`src/sarrd_pkg.sv`:
```
// Constants and state encoding for the converter sequencing block
package sarrd_pkg;
   localparam int RESULT_BITS = 16;
   localparam int CLK_PERIOD_NS = 40;
   localparam int CONV_TIME_NS = 4700;
   // Longest time rounds down to whole cycles
   localparam int CONV_MAX_CYCLES = CONV_TIME_NS / CLK_PERIOD_NS;
   localparam logic [1:0] STEP_DIV_LAST = 2'h3;
   localparam logic [3:0] MSB_INDEX = 4'hf;
   localparam logic [15:0] SAR_FIRST_TRIAL = 16'h8000;
   localparam logic [15:0] RESULT_RESET = 16'h0000;
   localparam logic [7:0] BUS_RESET = 8'h00;

   typedef enum logic [5:0] {
      SARRD_SHUTDOWN = 6'h01,
      SARRD_STANDBY = 6'h02,
      SARRD_ACQUIRE = 6'h04,
      SARRD_CONVERT = 6'h08,
      SARRD_DONE = 6'h10,
      SARRD_READ = 6'h20
   } sarrd_state_t;
endpackage : sarrd_pkg

```
`src/sarrd_top.sv`:
```
// Sequencer, SAR register and byte-wide readout of the converter
//
// What this block and its host must do
// Drive end-of-conversion flag low once conversion finishes and result is valid.
// Present the 16-bit result on tri-state parallel outputs.
// Keep result outputs high impedance throughout acquisition and conversion.
// Third strobe fall with select high drives result after output delay.
// Raising the strobe after a read releases the result bus.
// After a read, stay idle until the next strobe falling edge.
// Upper-byte select low gives low byte, high gives high byte.
// Result is straight unsigned binary, zero for lowest input.
// Host switches input channel right after acquisition ends.
// First strobe fall with select low powers up and acquires; high is ignored.
// Second fall starts conversion; select picks standby or shutdown afterwards.
// Conversion completes within the maximum conversion time after second fall.
// Host waits reference settling time after shutdown before converting.
// Host waits for end-of-conversion before the reading strobe fall.
`timescale 1ns/1ps
module sarrd_top (
   // Clock and reset
   input wire logic ref_clk,
   input wire logic rst,
   // Host control
   input wire logic convert_strobe_n,
   input wire logic read_select,
   input wire logic upper_byte_select,
   // Analog front end
   input wire logic comparator_high,
   output logic [15:0] dac_code,
   output logic track_hold,
   output logic reference_on,
   // Host status and data
   output logic eoc_n,
   output logic [7:0] result_bus_out,
   output logic result_bus_oe
);
   ////////////////////////////////////////////////////////////////////////////
   localparam int conv_max = sarrd_pkg::CONV_MAX_CYCLES;

   sarrd_pkg::sarrd_state_t state;
   logic strobe_prev;
   logic strobe_fall;
   logic shutdown_mode;
   logic [1:0] div_cnt;
   logic step_en;
   logic [3:0] bit_idx;
   logic [15:0] result;

   // Trial bit is kept only if the input is at or above the trial code
   function automatic logic [15:0] sar_step(input logic [15:0] code, input logic [3:0] idx,
                                            input logic keep);
      logic [15:0] c;
      c = code;
      c[idx] = keep;
      if (idx != 4'h0) begin
         c[idx - 4'h1] = 1'b1;
      end
      return c;
   endfunction : sar_step

   assign strobe_fall = strobe_prev & ~convert_strobe_n;
   assign step_en = (div_cnt == sarrd_pkg::STEP_DIV_LAST);

   ////////////////////////////////////////////////////////////////////////////
   // Strobe edge detection; inputs are synchronous to ref_clk
   always_ff @(posedge ref_clk or posedge rst) begin
      if (rst) begin
         strobe_prev <= 1'b1;
      end else begin
         strobe_prev <= convert_strobe_n;
      end
   end

   ////////////////////////////////////////////////////////////////////////////
   // Main sequence
   always_ff @(posedge ref_clk or posedge rst) begin
      if (rst) begin
         state <= sarrd_pkg::SARRD_SHUTDOWN;
         shutdown_mode <= 1'b1;
      end else begin
         case (state)
            sarrd_pkg::SARRD_SHUTDOWN, sarrd_pkg::SARRD_STANDBY: begin
               if (strobe_fall && !read_select) begin // see R10
                  state <= sarrd_pkg::SARRD_ACQUIRE;
               end
            end
            sarrd_pkg::SARRD_ACQUIRE: begin
               if (strobe_fall) begin
                  state <= sarrd_pkg::SARRD_CONVERT;
                  shutdown_mode <= read_select;
               end
            end
            sarrd_pkg::SARRD_CONVERT: begin
               if (step_en && bit_idx == 4'h0) begin
                  state <= sarrd_pkg::SARRD_DONE;
               end
            end
            sarrd_pkg::SARRD_DONE: begin
               // A reading edge with the select low is simply ignored
               if (strobe_fall && read_select) begin
                  state <= sarrd_pkg::SARRD_READ;
               end
            end
            sarrd_pkg::SARRD_READ: begin
               if (convert_strobe_n) begin // see R5
                  state <= shutdown_mode ? sarrd_pkg::SARRD_SHUTDOWN : sarrd_pkg::SARRD_STANDBY;
               end
            end
            default: begin
               state <= sarrd_pkg::SARRD_SHUTDOWN;
            end
         endcase
      end
   end

   ////////////////////////////////////////////////////////////////////////////
   // Self-timed step clock; four ref_clk cycles a bit keeps 16 bits well inside the limit
   always_ff @(posedge ref_clk or posedge rst) begin
      if (rst) begin
         div_cnt <= 2'h0;
      end else if (state == sarrd_pkg::SARRD_CONVERT) begin
         div_cnt <= div_cnt + 2'h1;
      end else begin
         div_cnt <= 2'h0;
      end
   end

   // Successive approximation register
   always_ff @(posedge ref_clk or posedge rst) begin
      if (rst) begin
         dac_code <= sarrd_pkg::SAR_FIRST_TRIAL;
         bit_idx <= sarrd_pkg::MSB_INDEX;
         result <= sarrd_pkg::RESULT_RESET;
      end else if (state == sarrd_pkg::SARRD_ACQUIRE) begin
         dac_code <= sarrd_pkg::SAR_FIRST_TRIAL;
         bit_idx <= sarrd_pkg::MSB_INDEX;
      end else if (state == sarrd_pkg::SARRD_CONVERT && step_en) begin
         dac_code <= sar_step(dac_code, bit_idx, comparator_high);
         bit_idx <= bit_idx - 4'h1;
         if (bit_idx == 4'h0) begin
            result <= sar_step(dac_code, bit_idx, comparator_high);
         end
      end
   end

   ////////////////////////////////////////////////////////////////////////////
   // Front-end and status outputs
   always_ff @(posedge ref_clk or posedge rst) begin
      if (rst) begin
         eoc_n <= 1'b1;
         track_hold <= 1'b0;
         reference_on <= 1'b0;
      end else begin
         track_hold <= (state == sarrd_pkg::SARRD_ACQUIRE);
         // Flag stays low through the read and idle until a new acquisition
         if (state == sarrd_pkg::SARRD_ACQUIRE) begin
            eoc_n <= 1'b1;
         end else if (state == sarrd_pkg::SARRD_DONE) begin
            eoc_n <= 1'b0;
         end
         reference_on <= (state == sarrd_pkg::SARRD_ACQUIRE) || (state == sarrd_pkg::SARRD_CONVERT) ||
                         ((state == sarrd_pkg::SARRD_DONE || state == sarrd_pkg::SARRD_READ ||
                           state == sarrd_pkg::SARRD_STANDBY) && !shutdown_mode);
      end
   end

   // Result bus; the register stage is the output-enable delay
   always_ff @(posedge ref_clk or posedge rst) begin
      if (rst) begin
         result_bus_oe <= 1'b0;
         result_bus_out <= sarrd_pkg::BUS_RESET;
      end else begin
         result_bus_oe <= (state == sarrd_pkg::SARRD_READ) && !convert_strobe_n; // see R2 see R3
         result_bus_out <= upper_byte_select ? result[15:8] : result[7:0];
      end
   end
endmodule : sarrd_top

```
`config.mk`:
```
export PLATFORM = sky130hd
export DESIGN_NAME = sarrd_top
export DESIGN_NICKNAME = d
export VERILOG_FILES = /design/src/sarrd_pkg.sv /design/src/sarrd_top.sv
export SDC_FILE = /design/constraint.sdc
export NUM_CORES = 1
export LEC_CHECK = 0
export ABC_AREA = 1
export BUFFER_PORTS_ARGS = -buffer_cell sky130_fd_sc_hd__buf_2
export CAP_MARGIN = 20
export CORE_MARGIN = 1
export CORE_UTILIZATION = 50
export CTS_CLUSTER_DIAMETER = 80
export DETAILED_ROUTE_END_ITERATION = 12
export PLACE_DENSITY = 0.74
export SYNTH_ARGS = -nofsm -noshare
export SYNTH_HDL_FRONTEND = slang
export SYNTH_SLANG_ARGS = --single-unit
```
`constraint.sdc`:
```
create_clock -name ref_clk -period 2.55 [get_ports ref_clk]
set_input_delay 0.765 -clock ref_clk [delete_from_list [all_inputs] [get_ports ref_clk]]
set_output_delay 0.765 -clock ref_clk [all_outputs]
set_load 0.1 [all_outputs]
```
* Word-level counts from Yosys, hierarchy flattened
Cells that the tools add are included.
Storage, ports and cells: register bits after elaboration 58, input bits 6
Operators by class: muxes and demuxes 21, bitwise logic cells 4, order comparisons 4, add/subtract/negate cells 2, reduce and logical (&&, ||, !) cells 23, eq/ne operators 12
Operator list (count):
- 16-bit 2-to-1 mux | 3
- 6-bit 2-to-1 mux | 5
- 6-bit one-hot mux with 5 select lines | 1
- 16-bit bitwise mux | 1
- 16-bit bitwise OR | 1
- 4-bit by 5-bit < comparator with 1-bit output, second input constant | 2
- 2-bit != test, second input constant | 5
- 1-bit demux with 4-bit select | 2
- 4-bit by 1-bit greater-or-equal comparator with 1-bit output, second input constant | 2
- 1-bit logical AND | 8
- 4-bit 2-to-1 mux | 2
- 8-bit 2-to-1 mux | 1
- 6-bit by 1-bit equality test with 1-bit output, second input constant | 1
- 6-bit by 2-bit equality test with 1-bit output, second input constant | 1
- 6-bit by 3-bit equality test with 1-bit output, second input constant | 1
- 6-bit by 4-bit equality test with 1-bit output, second input constant | 1
- 6-bit by 5-bit equality test with 1-bit output, second input constant | 1
- 6-bit equality test, second input constant | 1
- 5-bit AND reduction | 1
- 4-bit zero test | 1
- 1-bit logical OR | 4
- 1-bit 2-to-1 mux | 4
- 2-bit 2-to-1 mux | 2
- 2-bit nonzero test | 2
- 10 further kinds | 13

* Longest topological paths before layout
Gate-level depths: netlist (run 1).
word-level depth 9, gate-level depth with buffers 11

* Worst setup path before layout (run 1)
OpenSTA, ideal clock, no wires.
path type flip-flop to output port, from register dac_code[0], to output dac_code[0], arrival 912 ps, cell stages (with the launch flop) 1, required time 1785 ps, setup slack 873 ps, cell sequence dfrtp_1
RTL lines:
- start: declaration | RTL line sarrd_top.sv:29 | output logic [15:0] dac_code,
- start signal: assignment | RTL line sarrd_top.sv:131 | dac_code <= sarrd_pkg::SAR_FIRST_TRIAL;
- start signal: assignment | RTL line sarrd_top.sv:135 | dac_code <= sarrd_pkg::SAR_FIRST_TRIAL;
- start signal: assignment | RTL line sarrd_top.sv:138 | dac_code <= sar_step(dac_code, bit_idx, comparator_high);
No word-level cell between the ends.

* Worst setup path in the final report (run 1)
from register dac_code[15], to output dac_code[15]
No word-level cell between the ends.

==> metrics.md, run 1 <==
| Metric | Value |
|---|---|
| Run status | `completed` |
| Required time of the critical path | `about 1800 ps` |
| Combined buffer and inverter count along the critical path | `1` |
| Final ANT Viol Nets | `0` |
| CTS Buffer Depth | `2` |
| Drt initial violations | `about 110` |
| Vias after detailed routing | `2,450` |
| Routed length per instance | `about 13 µm` |
| Length in cells of the worst reg-to-reg path | `9` |
| FF+latch count, synth | `58` |
| H-tree levels | `3` |
| Met3 GRT Util | `5.747%` |
| Number of optimization iterations in the first detailed-route pass | `4` |
| Clock tree skew after final layout | `between 8 and 9 ps` |
| I/O pin cnt | `34` |
| Synthesized area per cell | `8.027 µm²` |
| Area of the placeable core | `5608 µm²` |
| Min-Delay Path Class | `flip-flop to flip-flop` |
| Netlist cell types | `27` |
| Type of the worst setup path | `flip-flop to primary output` |
| Post-Syn Area | `2954 µm²` |
| Gate Count Post-Synth | `368` |
| Slowest Stage Delay on Critical Path | `around 540 ps` |
| Tcrit/Tclk final | `between 80 and 90%` |
| Clock transition at the register clock pins on the worst setup and hold paths after CTS | `70 ps` |
| Peak ir drop on the vdd network | `~0.60 mV` |
| Slew HR | `65.21%` |
| Vias in the first global route | `approximately 2,400` |
| Via-per-instance ratio | `5.094` |
| Area of the multi-input gates | `between 1000 and 1500 µm²` |
| Slowest CP cell | `dfstp_2` |
| Placer Congestion | `~0.88` |
| Setup repair bufs after CTS | `0` |
| Max-cap viol count | `0` |
| Met2 demand-to-capacity share in global routing | `a little over a third` |
| Synthesized Nets | `380` |
| Synth warnings | `0` |
| Area delta synth->final | `14.70%` |
| Detailed-placement wirelength estimate | `~4300 µm` |
| R2r endpoint | `result[15]` |
| Wire length of the first global-routing pass | `10,670 µm` |
| Worst-Skew Late Latency | `340 ps` |
| Worst slack on hold paths | `446.6 ps` |
| Post-Route Setup TNS | `0 ps` |
| Hold Violations, Final | `0` |
| Area taken by flip-flops and latches | `between 1000 and 1500 µm²` |
| Pin count of the biggest net entering global routing | `31` |
| FMAX | `0.4819 GHz` |
| Number of antenna violations at the first check in global routing | `0` |
| CTS Root Cell | `clkbuf_8` |
| Critical path peak fanout | `3` |
| Endpoints failing setup | `0` |
| Initial Utilization | `between 50% and 60%` |
| Setup slack, reg-to-reg | `650 ps` |
| Pins Over Slew Limit | `0` |
| Arrival time at the worst endpoint | `around 1300 ps` |
| Reg-to-reg critical path startpoint | `bit_idx[0]` |
| Min-Delay Startpoint | `div_cnt[0]` |
| Critical path capture point type | `primary output` |
| Final-layout fill cell count | `~530` |
| Global routing usage summed across all routing layers | `between 20% and 30%` |
| Met1 capacity usage during global routing | `roughly 30%` |
| Worst-Margin Slew | `518.7 ps` |
| Count of hold buffers inserted by post-cts repair | `0` |
| Pwr Density | `797.6 nW/µm²` |
| Worst Hold Path Cells | `1` |
| Final worst path period need | `2075 ps` |
| Site row count | `27` |
| Die height | `78.87 µm` |
| Antenna cell count | `0` |
| Crit path max-delay family | `flip-flops` |
| CTS tree | `done` |
| Post-route DRC | `0` |
| TritonCTS Buffers | `9` |
| Post_cts resized | `0` |
| RSZ-0062 raised after global routing | `false` |
| Count of port buffers added during placement | `33` |
| Clock tree sinks | `58` |
| Worst Setup Start Kind | `flip-flop` |
| Fraction of final layout cells with drive strength greater than 1 | `22.00%` |
| Final-stage net count | `between 400 and 500` |
| Horiz. Die Dim | `78.87 µm` |
| Sequential share of the synthesized area | `49.51%` |
| Hold Path Sink | `div_cnt[0]` |
| Cell leakage power | `1.744 nW` |
| Post-detailed-routing wire length | `~6100 µm` |
| Most congested layer reported by global routing | `met2` |
| CP cell instances | `buf_2` |
| Die Area | `6220 µm²` |
| Total overflow reported by the global router | `0` |
logic make-up (layout without fill, tap and decap cells):
group | count (synthesis) | count (layout) | synth area share, %
buffers and inverters | 48 | 89 | 7.412
flip-flops | 58 | 58 | 49.51
adder cells (fa/ha/maj) | 6 | 6 | 2.541
AND/OR/NAND/NOR | 218 | 218 | 31.64
multiplexers | 8 | 8 | 3.050
AO/OA/AOI/OAI | 30 | 30 | 5.845
through the flow:
| stage | area [µm²] | power (mW) | utilization, % | setup WS, ps | std cells |
|---|---|---|---|---|---|
| after floorplan | 2954 | 1.622 | - | 371.9 | 368 |
| after global placement | 3151 | 1.719 | 56.18 | 700.7 | 465 |
| after detailed placement | 3151 | 1.730 | 56.18 | 642.6 | 465 |
| after CTS | 3388 | 2.724 | 60.42 | 460.7 | 481 |
| after global routing | 3388 | 2.838 | 60.42 | 434.2 | 481 |
| final | 3388 | 2.703 | 60.42 | 474.9 | 481 |
synth_stat cells (all sizes together):
master | count | area (µm²)
nand2 | 152 | 588.1
dfrtp | 49 | 1226
inv | 37 | 141.4
nand3 | 36 | 180.2
nor2 | 26 | 140.1
o21ai | 24 | 135.1
dfstp | 9 | 236.5
mux2 | 8 | 90.09
buf | 7 | 62.55
ha | 6 | 75.07
a21oi | 3 | 15.01
a22oi | 3 | 22.52
clkbuf | 3 | 11.26
nand4 | 2 | 12.51
clkinv | 1 | 3.750
nor3b | 1 | 7.510
or2 | 1 | 6.260
flip-flops by register name (all words and copies together) (netlist names):
register / flops
result: 16
result_bus_out: 8
reference_on: 1
shutdown_mode: 1
bit_idx: 4
strobe_prev: 1
state: 6
eoc_n: 1
div_cnt: 2
result_bus_oe: 1
track_hold: 1
dac_code: 16
how the worst max path moves through the flow:
stage | start | end | depth (start not counted) | slack (ps)
4_1_cts | dac_code[15] | dac_code[15] | 1 | 460
6_report | dac_code[15] | dac_code[15] | 1 | 470
3_5_place_dp | convert_strobe_n | state[0] | 9 | 640
2_1_floorplan | rst | dac_code[0] | 1 | 370
3_3_place_gp | convert_strobe_n | state[5] | 9 | 700
5_1_grt | dac_code[15] | dac_code[15] | 1 | 430
layout make-up:
cell class	count	area share, %
clock buffer	12	4.874
clock inverter	4	2.142
inverter	38	4.284
multi-input combinational	262	37.56
sequential	58	43.17
tap	72	2.659
timing repair buffer	35	5.318
placed cells by master, fill, tap and decap left out, types with 3 or more instances in the layout:
cell type	instances
a21oi_1	3
a22oi_1	3
buf_2	33
clkbuf_8	12
dfrtp_1	49
dfstp_2	9
ha_1	6
inv_1	32
inv_2	4
mux2_2	8
nand2_1	147
nand2_2	4
nand3_1	36
nor2_1	19
nor2_4	5
o21ai_0	20
o21ai_2	4
power breakdown:
group,switching [mW],internal [mW],total (mW)
registers,0.0471,1.01,1.05
logic,0.527,0.132,0.660
clock network,0.362,0.628,0.990
metal layers:
metal	wire (µm)	vias to the layer above
met3	306	11
met4	85	0
met2	2810	64
met5	0	-
li1	-	1238
met1	2897	1137
Note: power is estimated with default switching activity, not from simulation.
==> inputs of run 2 (changes only) <==
--- a/config.mk
+++ b/config.mk
@@ -12,7 +12,7 @@
 export CORE_UTILIZATION = 50
 export CTS_CLUSTER_DIAMETER = 80
 export DETAILED_ROUTE_END_ITERATION = 12
-export PLACE_DENSITY = 0.74
+export PLACE_DENSITY = 0.77
 export SYNTH_ARGS = -nofsm -noshare
 export SYNTH_HDL_FRONTEND = slang
 export SYNTH_SLANG_ARGS = --single-unit
==> constraint.sdc (replaced) <==
create_clock -name ref_clk -period 1.76 [get_ports ref_clk]
set_input_delay 0.528 -clock ref_clk [delete_from_list [all_inputs] [get_ports ref_clk]]
set_output_delay 0.528 -clock ref_clk [all_outputs]
set_load 0.1 [all_outputs]
==> run 2 against run 1 <==
  * Cell count is 1.9% higher
  * Critical path depth stayed put
  * Combinational power is 55% higher
  * Clock power is 4% higher
  * Global-route usage is 0.29 points lower
  * Power is 33% higher
  * Non-clock buffer count is 9 higher
  * Critical endpoint is now dac_code[6]
  * Largest cell class unchanged
  * Highest routed layer unchanged
==> metrics.md, run 2 (synthesis gave the netlist of run 1 again) <==
| Metric | Value |
|---|---|
| Run status | `completed` |
| Commonest non-fill, non-tap cells in the layout | `146 x nand2_1, 49 x dfrtp_1, 35 x nand3_1` |
| Post-Route Setup TNS | `0 ps (unchanged)` |
| Post-detailed-routing wire length | `6131 µm (+0.51%)` |
| Arrival time at the worst endpoint | `1150 ps (-160 ps)` |
| TritonCTS Buffers | `9 (unchanged)` |
| Required time of the critical path | `1230 ps (-560 ps)` |
| Worst slack on hold paths | `266.5 ps (-180.1 ps)` |
| Slew HR | `67.48% (+2.3 points)` |
| Commonest non-fill, non-tap cell in the layout | `nand2_1` |
| Pins Over Slew Limit | `0 (unchanged)` |
| Slowest Stage Delay on Critical Path | `440 ps (-100 ps)` |
| Instance area at placement | `3262 µm² (+3.5%)` |
| Die height | `78.87 µm (unchanged)` |
| Count of port buffers added during placement | `33 (unchanged)` |
| Vias in the first global route | `2,361 (-0.76%)` |
| Final critical-path setup slack | `77.30 ps (-397.6 ps)` |
| FMAX | `approximately 0.6 GHz` |
| H-tree levels | `3 (unchanged)` |
| Slowest CP cell | `buf_2` |
| Horiz. Die Dim | `78.87 µm (unchanged)` |
| Via-per-instance ratio | `5.045 (-0.96%)` |
| Worst-Skew Late Latency | `330 ps (about the same)` |
| Critical path peak fanout | `3 (unchanged)` |
| Min-Delay Path Class | `primary input to async pin` |
| Final-stage net count | `425 (+2.2%)` |
| CTS Root Cell | `clkbuf_8` |
| CTS Buffer Depth | `2 (unchanged)` |
| Final ANT Viol Nets | `0 (unchanged)` |
| Clock tree sinks | `58 (unchanged)` |
| Combined buffer and inverter count along the critical path | `1 (unchanged)` |
| Number of antenna violations at the first check in global routing | `0 (unchanged)` |
| Initial Utilization | `52.68% (unchanged)` |
| Largest registers | `dac_code (16), result (16), result_bus_out (8)` |
| Routed length per instance | `12.51 µm (-1.3%)` |
| Vias after detailed routing | `2,472 (+0.90%)` |
| Crit path max-delay family | `buffers and inverters` |
| Die Area | `6220 µm² (unchanged)` |
| Peak ir drop on the vdd network | `1.207 mV (+100%)` |
| Max-cap viol count | `0 (unchanged)` |
| Type of the worst setup path | `flip-flop to primary output` |
| Worst setup slack before clock tree synthesis | `29.79 ps (-612.9 ps)` |
| Worst-Margin Slew | `491.1 ps (-27.56 ps)` |
| Drt initial violations | `124 (+17%)` |
| Placer Congestion | `0.9270 (+5.9%)` |
| CP cell instances | `buf_2` |
| Pin count of the biggest net entering global routing | `59 (+90%)` |
| Clock transition at the register clock pins on the worst setup and hold paths after CTS | `70 ps (about the same)` |
| Final-layout fill cell count | `511 (-3.9%)` |
| Fraction of final layout cells with drive strength greater than 1 | `24.88% (+2.9 points)` |
| Post-route DRC | `0 (unchanged)` |
| Detailed-placement wirelength estimate | `4323 µm (+0.11%)` |
| Antenna cell count | `0 (unchanged)` |
| RSZ-0062 raised after global routing | `false` |
| Total overflow reported by the global router | `0 (unchanged)` |
| Endpoints failing setup | `0 (unchanged)` |
| Clock tree skew after final layout | `9.259 ps (+0.7851 ps)` |
| Critical path capture point type | `primary output` |
| Cell leakage power | `1.784 nW (+2.3%)` |
| Wire length of the first global-routing pass | `10,580 µm (-0.78%)` |
| Worst Setup Start Kind | `flip-flop` |
| Tcrit/Tclk final | `95.61%` |
| Layout Cell Area excl Fill | `3463 µm² (+2.2%)` |
| CTS tree | `done` |
| Pwr Density | `1034 nW/µm² (+30%)` |
| Hold Violations, Final | `0 (unchanged)` |
| Site row count | `27 (unchanged)` |
| Global routing usage summed across all routing layers | `22.38% (-0.29 points)` |
| I/O pin cnt | `34 (unchanged)` |
| Number of optimization iterations in the first detailed-route pass | `4 (unchanged)` |
| Area of the placeable core | `5608 µm² (unchanged)` |
| Final worst path period need | `1683 ps` |
| Area delta synth->final | `17.24%` |
run 2: stage by stage:
stage | std cells | utilization (%) | power, mW
floorplan | 368 | - | 2.351
global placement | 472 | 58.17 | 2.545
detailed placement | 472 | 58.17 | 2.559
CTS | 488 | 61.09 | 3.600
global route | 490 | 61.76 | 3.777
finish | 490 | 61.76 | 3.583
run 2: worst paths after layout:
path                                   from           endpoint  slack (ps)  cells after the start
max in group asynchronous               rst         bit_idx[2]        1190                      3
min in group ref_clk       convert_strobe_n        strobe_prev         300                      1
max                             dac_code[6]        dac_code[6]          80                      1
min reg2reg                      div_cnt[0]         div_cnt[0]         440                      1
min                                     rst  result_bus_out[3]         270                      3
max reg2reg                      bit_idx[2]        dac_code[7]         100                      5
run 2: what timing repair did:
item                       in CTS  in global routing
hold endpoints to repair        0                  0
gates resized for setup         0                 10
setup endpoints to repair       0                 30
hold buffers                    0                  0
setup buffers                   0                  2
run 2: layout make-up:
type,instances,area (µm²),area share (%)
Clock buffer,13,148.9,4.299
Clock inverter,3,15.01,0.4335
Inverter,38,148.9,4.299
Multi-Input combinational cell,262,1295,37.39
Sequential cell,58,1463,42.23
Tap cell,72,90.09,2.601
Timing Repair Buffer,44,302.8,8.743
run 2: per-layer routing:
metal	share of wire, %	vias to the layer above	track usage (%)
met4	1.8	0	9.636
met1	47	1127	28.54
met2	45	86	35.48
met5	0	-	0
li1	-	1246	-
met3	6.1	13	6.552
run 2: worst min-delay path, delay by kind of cell:
kind	cells	cell delay, ps
buf+inv	3	450
run 2: power breakdown:
part | total, mW | internal, mW | switching, mW | leakage [nW]
clock | 1.03 | 0.543 | 0.486 | 0.0872
sequential | 1.53 | 1.46 | 0.0751 | 0.664
combinational | 1.02 | 0.245 | 0.775 | 1.03
==> inputs of run 3 (changes only) <==
--- a/config.mk
+++ b/config.mk
@@ -5,7 +5,6 @@
 export SDC_FILE = /design/constraint.sdc
 export NUM_CORES = 1
 export LEC_CHECK = 0
-export ABC_AREA = 1
 export BUFFER_PORTS_ARGS = -buffer_cell sky130_fd_sc_hd__buf_2
 export CAP_MARGIN = 20
 export CORE_MARGIN = 1
==> run 3 against run 2 <==
  * The run now ends with setup timing left
  * Hold slack worse by 91 ps
  * Die area is 2.5% higher
  * Clock skew is 1.7 ps lower
  * Synthesized cell count is 19% lower
  * Register-to-register slack worse by 240 ps
  * Routed wire length is 31% higher
  * Sequential cell count stayed put
  * Sequential power is 27% higher
  * Area after synthesis is 2.6% higher
  * Largest cell class is now multi-input gates
  * Largest power group is now combinational logic
  * Highest routed layer unchanged
==> metrics.md, run 3 <==
| Metric | Value |
|---|---|
| CTS tree | `done` |
| Clock transition at the register clock pins on the worst setup and hold paths after CTS | `70 ps (about the same)` |
| Post-route DRC | `0 (unchanged)` |
| Final-stage net count | `391 (-8.0%)` |
| Site row count | `27 (unchanged)` |
| Routed length per instance | `17.58 µm (+41%)` |
| Netlist cell types | `65 (+140%)` |
| CP cell instances | `inv_2 -> ha_4 -> or3b_4 -> o2111ai_4 -> o2111ai_4 -> nor2_4 -> mux2_4` |
| Vias in the first global route | `2,523 (+6.9%)` |
| Pwr Density | `1846 nW/µm² (+78%)` |
| Critical Path Most Common Cell | `o2111ai_4` |
| Slew HR | `63.23% (-4.3 points)` |
| Detailed-placement wirelength estimate | `5203 µm (+20%)` |
| Synth warnings | `0 (unchanged)` |
| Max-cap viol count | `0 (unchanged)` |
| Commonest non-fill, non-tap cells in the layout | `49 x buf_4, 48 x dfrtp_1, 34 x nand2_1` |
| Cell taking the most area after synthesis | `dfrtp_1` |
| Horiz. Die Dim | `79.85 µm (+1.2%)` |
| Reg-to-reg critical path startpoint | `bit_idx[0]` |
| Async set-reset flop share out of synthesis | `100.0% (unchanged)` |
| Run status | `complete, but fails checks` |
| Cell types with the highest counts after synthesis | `49 x dfrtp_1, 39 x nand2_1, 18 x o21ai_0` |
| Post-detailed-routing wire length | `8018 µm (+31%)` |
| FMAX | `0.5261 GHz (-11%)` |
| CTS Root Cell | `clkbuf_8` |
| R2r endpoint | `state[1]` |
| Most common flop cell mapped by yosys | `dfrtp_1` |
| Final ANT Viol Nets | `0 (unchanged)` |
| Placer Congestion | `0.8944 (-3.5%)` |
| Die height | `79.85 µm (+1.2%)` |
| Fraction of final layout cells with drive strength greater than 1 | `43.75% (+19 points)` |
| Commonest non-fill, non-tap cell in the layout | `buf_4` |
| Number of enable-type register cells in the synthesized netlist | `0 (unchanged)` |
| Gate Count Post-Synth | `297 (-19%)` |
| Worst setup slack before clock tree synthesis | `-206.7 ps (-236.5 ps)` |
| Worst slack on hold paths | `175.7 ps (-90.81 ps)` |
| Drt initial violations | `244 (+97%)` |
| Global routing usage summed across all routing layers | `25.59% (+3.2 points)` |
| Count of hold buffers inserted by post-cts repair | `0 (unchanged)` |
| Synthesized area per cell | `10.20 µm² (+27%)` |
| Length in cells of the worst reg-to-reg path | `7 (+2)` |
| Clock tree skew after final layout | `7.554 ps (-1.704 ps)` |
| Antenna cell count | `0 (unchanged)` |
| Critical path capture point type | `flip-flop` |
| Type of the worst setup path | `flip-flop to flip-flop` |
| Worst Setup Start Kind | `flip-flop` |
| Synthesized Nets | `309 (-19%)` |
| Largest registers | `dac_code (16), result (16), result_bus_out (8)` |
| CTS Buffer Depth | `2 (unchanged)` |
| Pin count of the biggest net entering global routing | `27 (-54%)` |
| Count leader, synth | `dfrtp_1` |
| Arrival time at the worst endpoint | `2130 ps (+980 ps)` |
| Wire length of the first global-routing pass | `12,070 µm (+14%)` |
| Min-Delay Path Class | `primary input to async pin` |
| Endpoints failing setup | `10 (+10)` |
| Total overflow reported by the global router | `0 (unchanged)` |
| Tcrit/Tclk final | `108.0% (+12 points)` |
| Initial Utilization | `53.40% (+0.72 points)` |
| Peak ir drop on the vdd network | `1.426 mV (+18%)` |
| Worst-Margin Slew | `549.5 ps (+58.43 ps)` |
| Hold Violations, Final | `0 (unchanged)` |
| Final-layout fill cell count | `362 (-29%)` |
| Final worst path period need | `1901 ps (+218.0 ps)` |
| FF+latch count, synth | `58 (unchanged)` |
| TritonCTS Buffers | `9 (unchanged)` |
| Number of optimization iterations in the first detailed-route pass | `4 (unchanged)` |
| Instance area at placement | `3622 µm² (+11%)` |
| H-tree levels | `3 (unchanged)` |
| Vias after detailed routing | `2,632 (+6.5%)` |
| Post-Syn Area | `3030 µm² (+2.6%)` |
| Layout Cell Area excl Fill | `4090 µm² (+18%)` |
| Count of port buffers added during placement | `33 (unchanged)` |
| RSZ-0062 raised after global routing | `true` |
| Die Area | `6376 µm² (+2.5%)` |
| Number of antenna violations at the first check in global routing | `0 (unchanged)` |
| Pins Over Slew Limit | `0 (unchanged)` |
| Worst-Skew Late Latency | `350 ps (+20 ps)` |
| Required time of the critical path | `1990 ps (+760 ps)` |
| Failing checks | `setup timing` |
| Slowest CP cell | `or3b_4` |
| Critical path peak fanout | `2 (-1)` |
| Area of the placeable core | `5675 µm² (+1.2%)` |
| Slowest Stage Delay on Critical Path | `390 ps (-50 ps)` |
| Cell leakage power | `1.891 nW (+6.0%)` |
| I/O pin cnt | `34 (unchanged)` |
| Final critical-path setup slack | `-140.7 ps (-218.0 ps)` |
| Post-synth top area share | `40.46% (-1.0 points)` |
| Setup slack, reg-to-reg | `-140 ps (-240 ps)` |
| Sequential share of the synthesized area | `48.27% (-1.2 points)` |
| Via-per-instance ratio | `5.772 (+14%)` |
| Clock tree sinks | `58 (unchanged)` |
| Dominant cells by area after synthesis | `dfrtp_1 40%, dfstp_2 7.8%, nand2_1 4.8%` |
| Area delta synth->final | `34.97%` |
## run 3: cell types whose count changed after synthesis, moves of 5 or more
| cell | before | now |
|---|---|---|
| mux2i_1 | 0 | 8 |
| o21ai_1 | 0 | 8 |
| a21oi_1 | 3 | 16 |
| inv_1 | 33 | 10 |
| a31oi_1 | 0 | 6 |
| clkbuf_1 | 3 | 9 |
| nand3_1 | 36 | 8 |
| nand2_1 | 147 | 39 |
| nand2b_1 | 0 | 5 |
## run 3: metrics by stage
stage | util [%] | total power, mW | cells | TNS, ps
after floorplan | - | 4.677 | 297 | -476.4
after global placement | 63.82 | 5.647 | 432 | -517.8
after detailed placement | 63.82 | 5.725 | 432 | -701.5
after CTS | 68.87 | 7.288 | 449 | -359.0
after global routing | 72.07 | 7.889 | 456 | -1732
final | 72.07 | 7.552 | 456 | -362.1
## run 3: area by class of cell
| type | instances | area (µm²) | area share [%] |
|---|---|---|---|
| Multi-Input combinational cell | 210 | 1583 | 38.70 |
| Inverter | 11 | 47.55 | 1.162 |
| Tap cell | 72 | 90.09 | 2.203 |
| Timing Repair Buffer | 89 | 673.1 | 16.46 |
| Clock buffer | 14 | 172.7 | 4.221 |
| Sequential cell | 58 | 1464 | 35.79 |
| Clock inverter | 2 | 60.06 | 1.468 |
## run 3: per-layer routing
metal / vias up / global-route usage [%] / share of wire (%)
li1: 1226 / - / -
met1: 1267 / 31.85 / 42
met2: 108 / 41.97 / 49
met3: 31 / 5.714 / 5.4
met4: 0 / 12.14 / 3.6
met5: - / 0 / 0
## run 3: worst max-delay path: cells and delay by family, from the launching register on
family,cells,cell delay (ps)
compound gates,2,390
mux,1,300
simple gates,2,520
flops,1,370
fa+ha+maj,1,120
buf+inv,1,70
## run 3: kinds of logic after synthesis
family,count (synthesis),synth area share (%)
mux,22,8.340
simple gates,98,17.05
compound gates,81,18.54
xor+xnor,2,0.5781
flops,58,48.27
buf+inv,30,4.748
fa+ha+maj,6,2.477
## run 3: worst max path at each step
stage	from	to	cells past startpoint
CTS	bit_idx[0]	state[1]	7
global route	bit_idx[0]	state[1]	7
detailed placement	read_select	state[1]	6
floorplan	bit_idx[0]	state[1]	8
finish	bit_idx[0]	state[1]	7
global placement	read_select	state[1]	6
## run 3: what timing repair did
item	CTS	global route
buffers inserted	1	6
pin swaps	2	7
setup endpoints to repair	17	33
gates cloned	0	1
resized for setup	10	34
## run 3: where the power goes
| part | switching, mW | leakage (nW) | internal, mW |
|---|---|---|---|
| Clock | 0.539 | 0.117 | 0.915 |
| Sequential | 0.288 | 0.654 | 1.66 |
| Combinational | 2.73 | 1.12 | 1.42 |
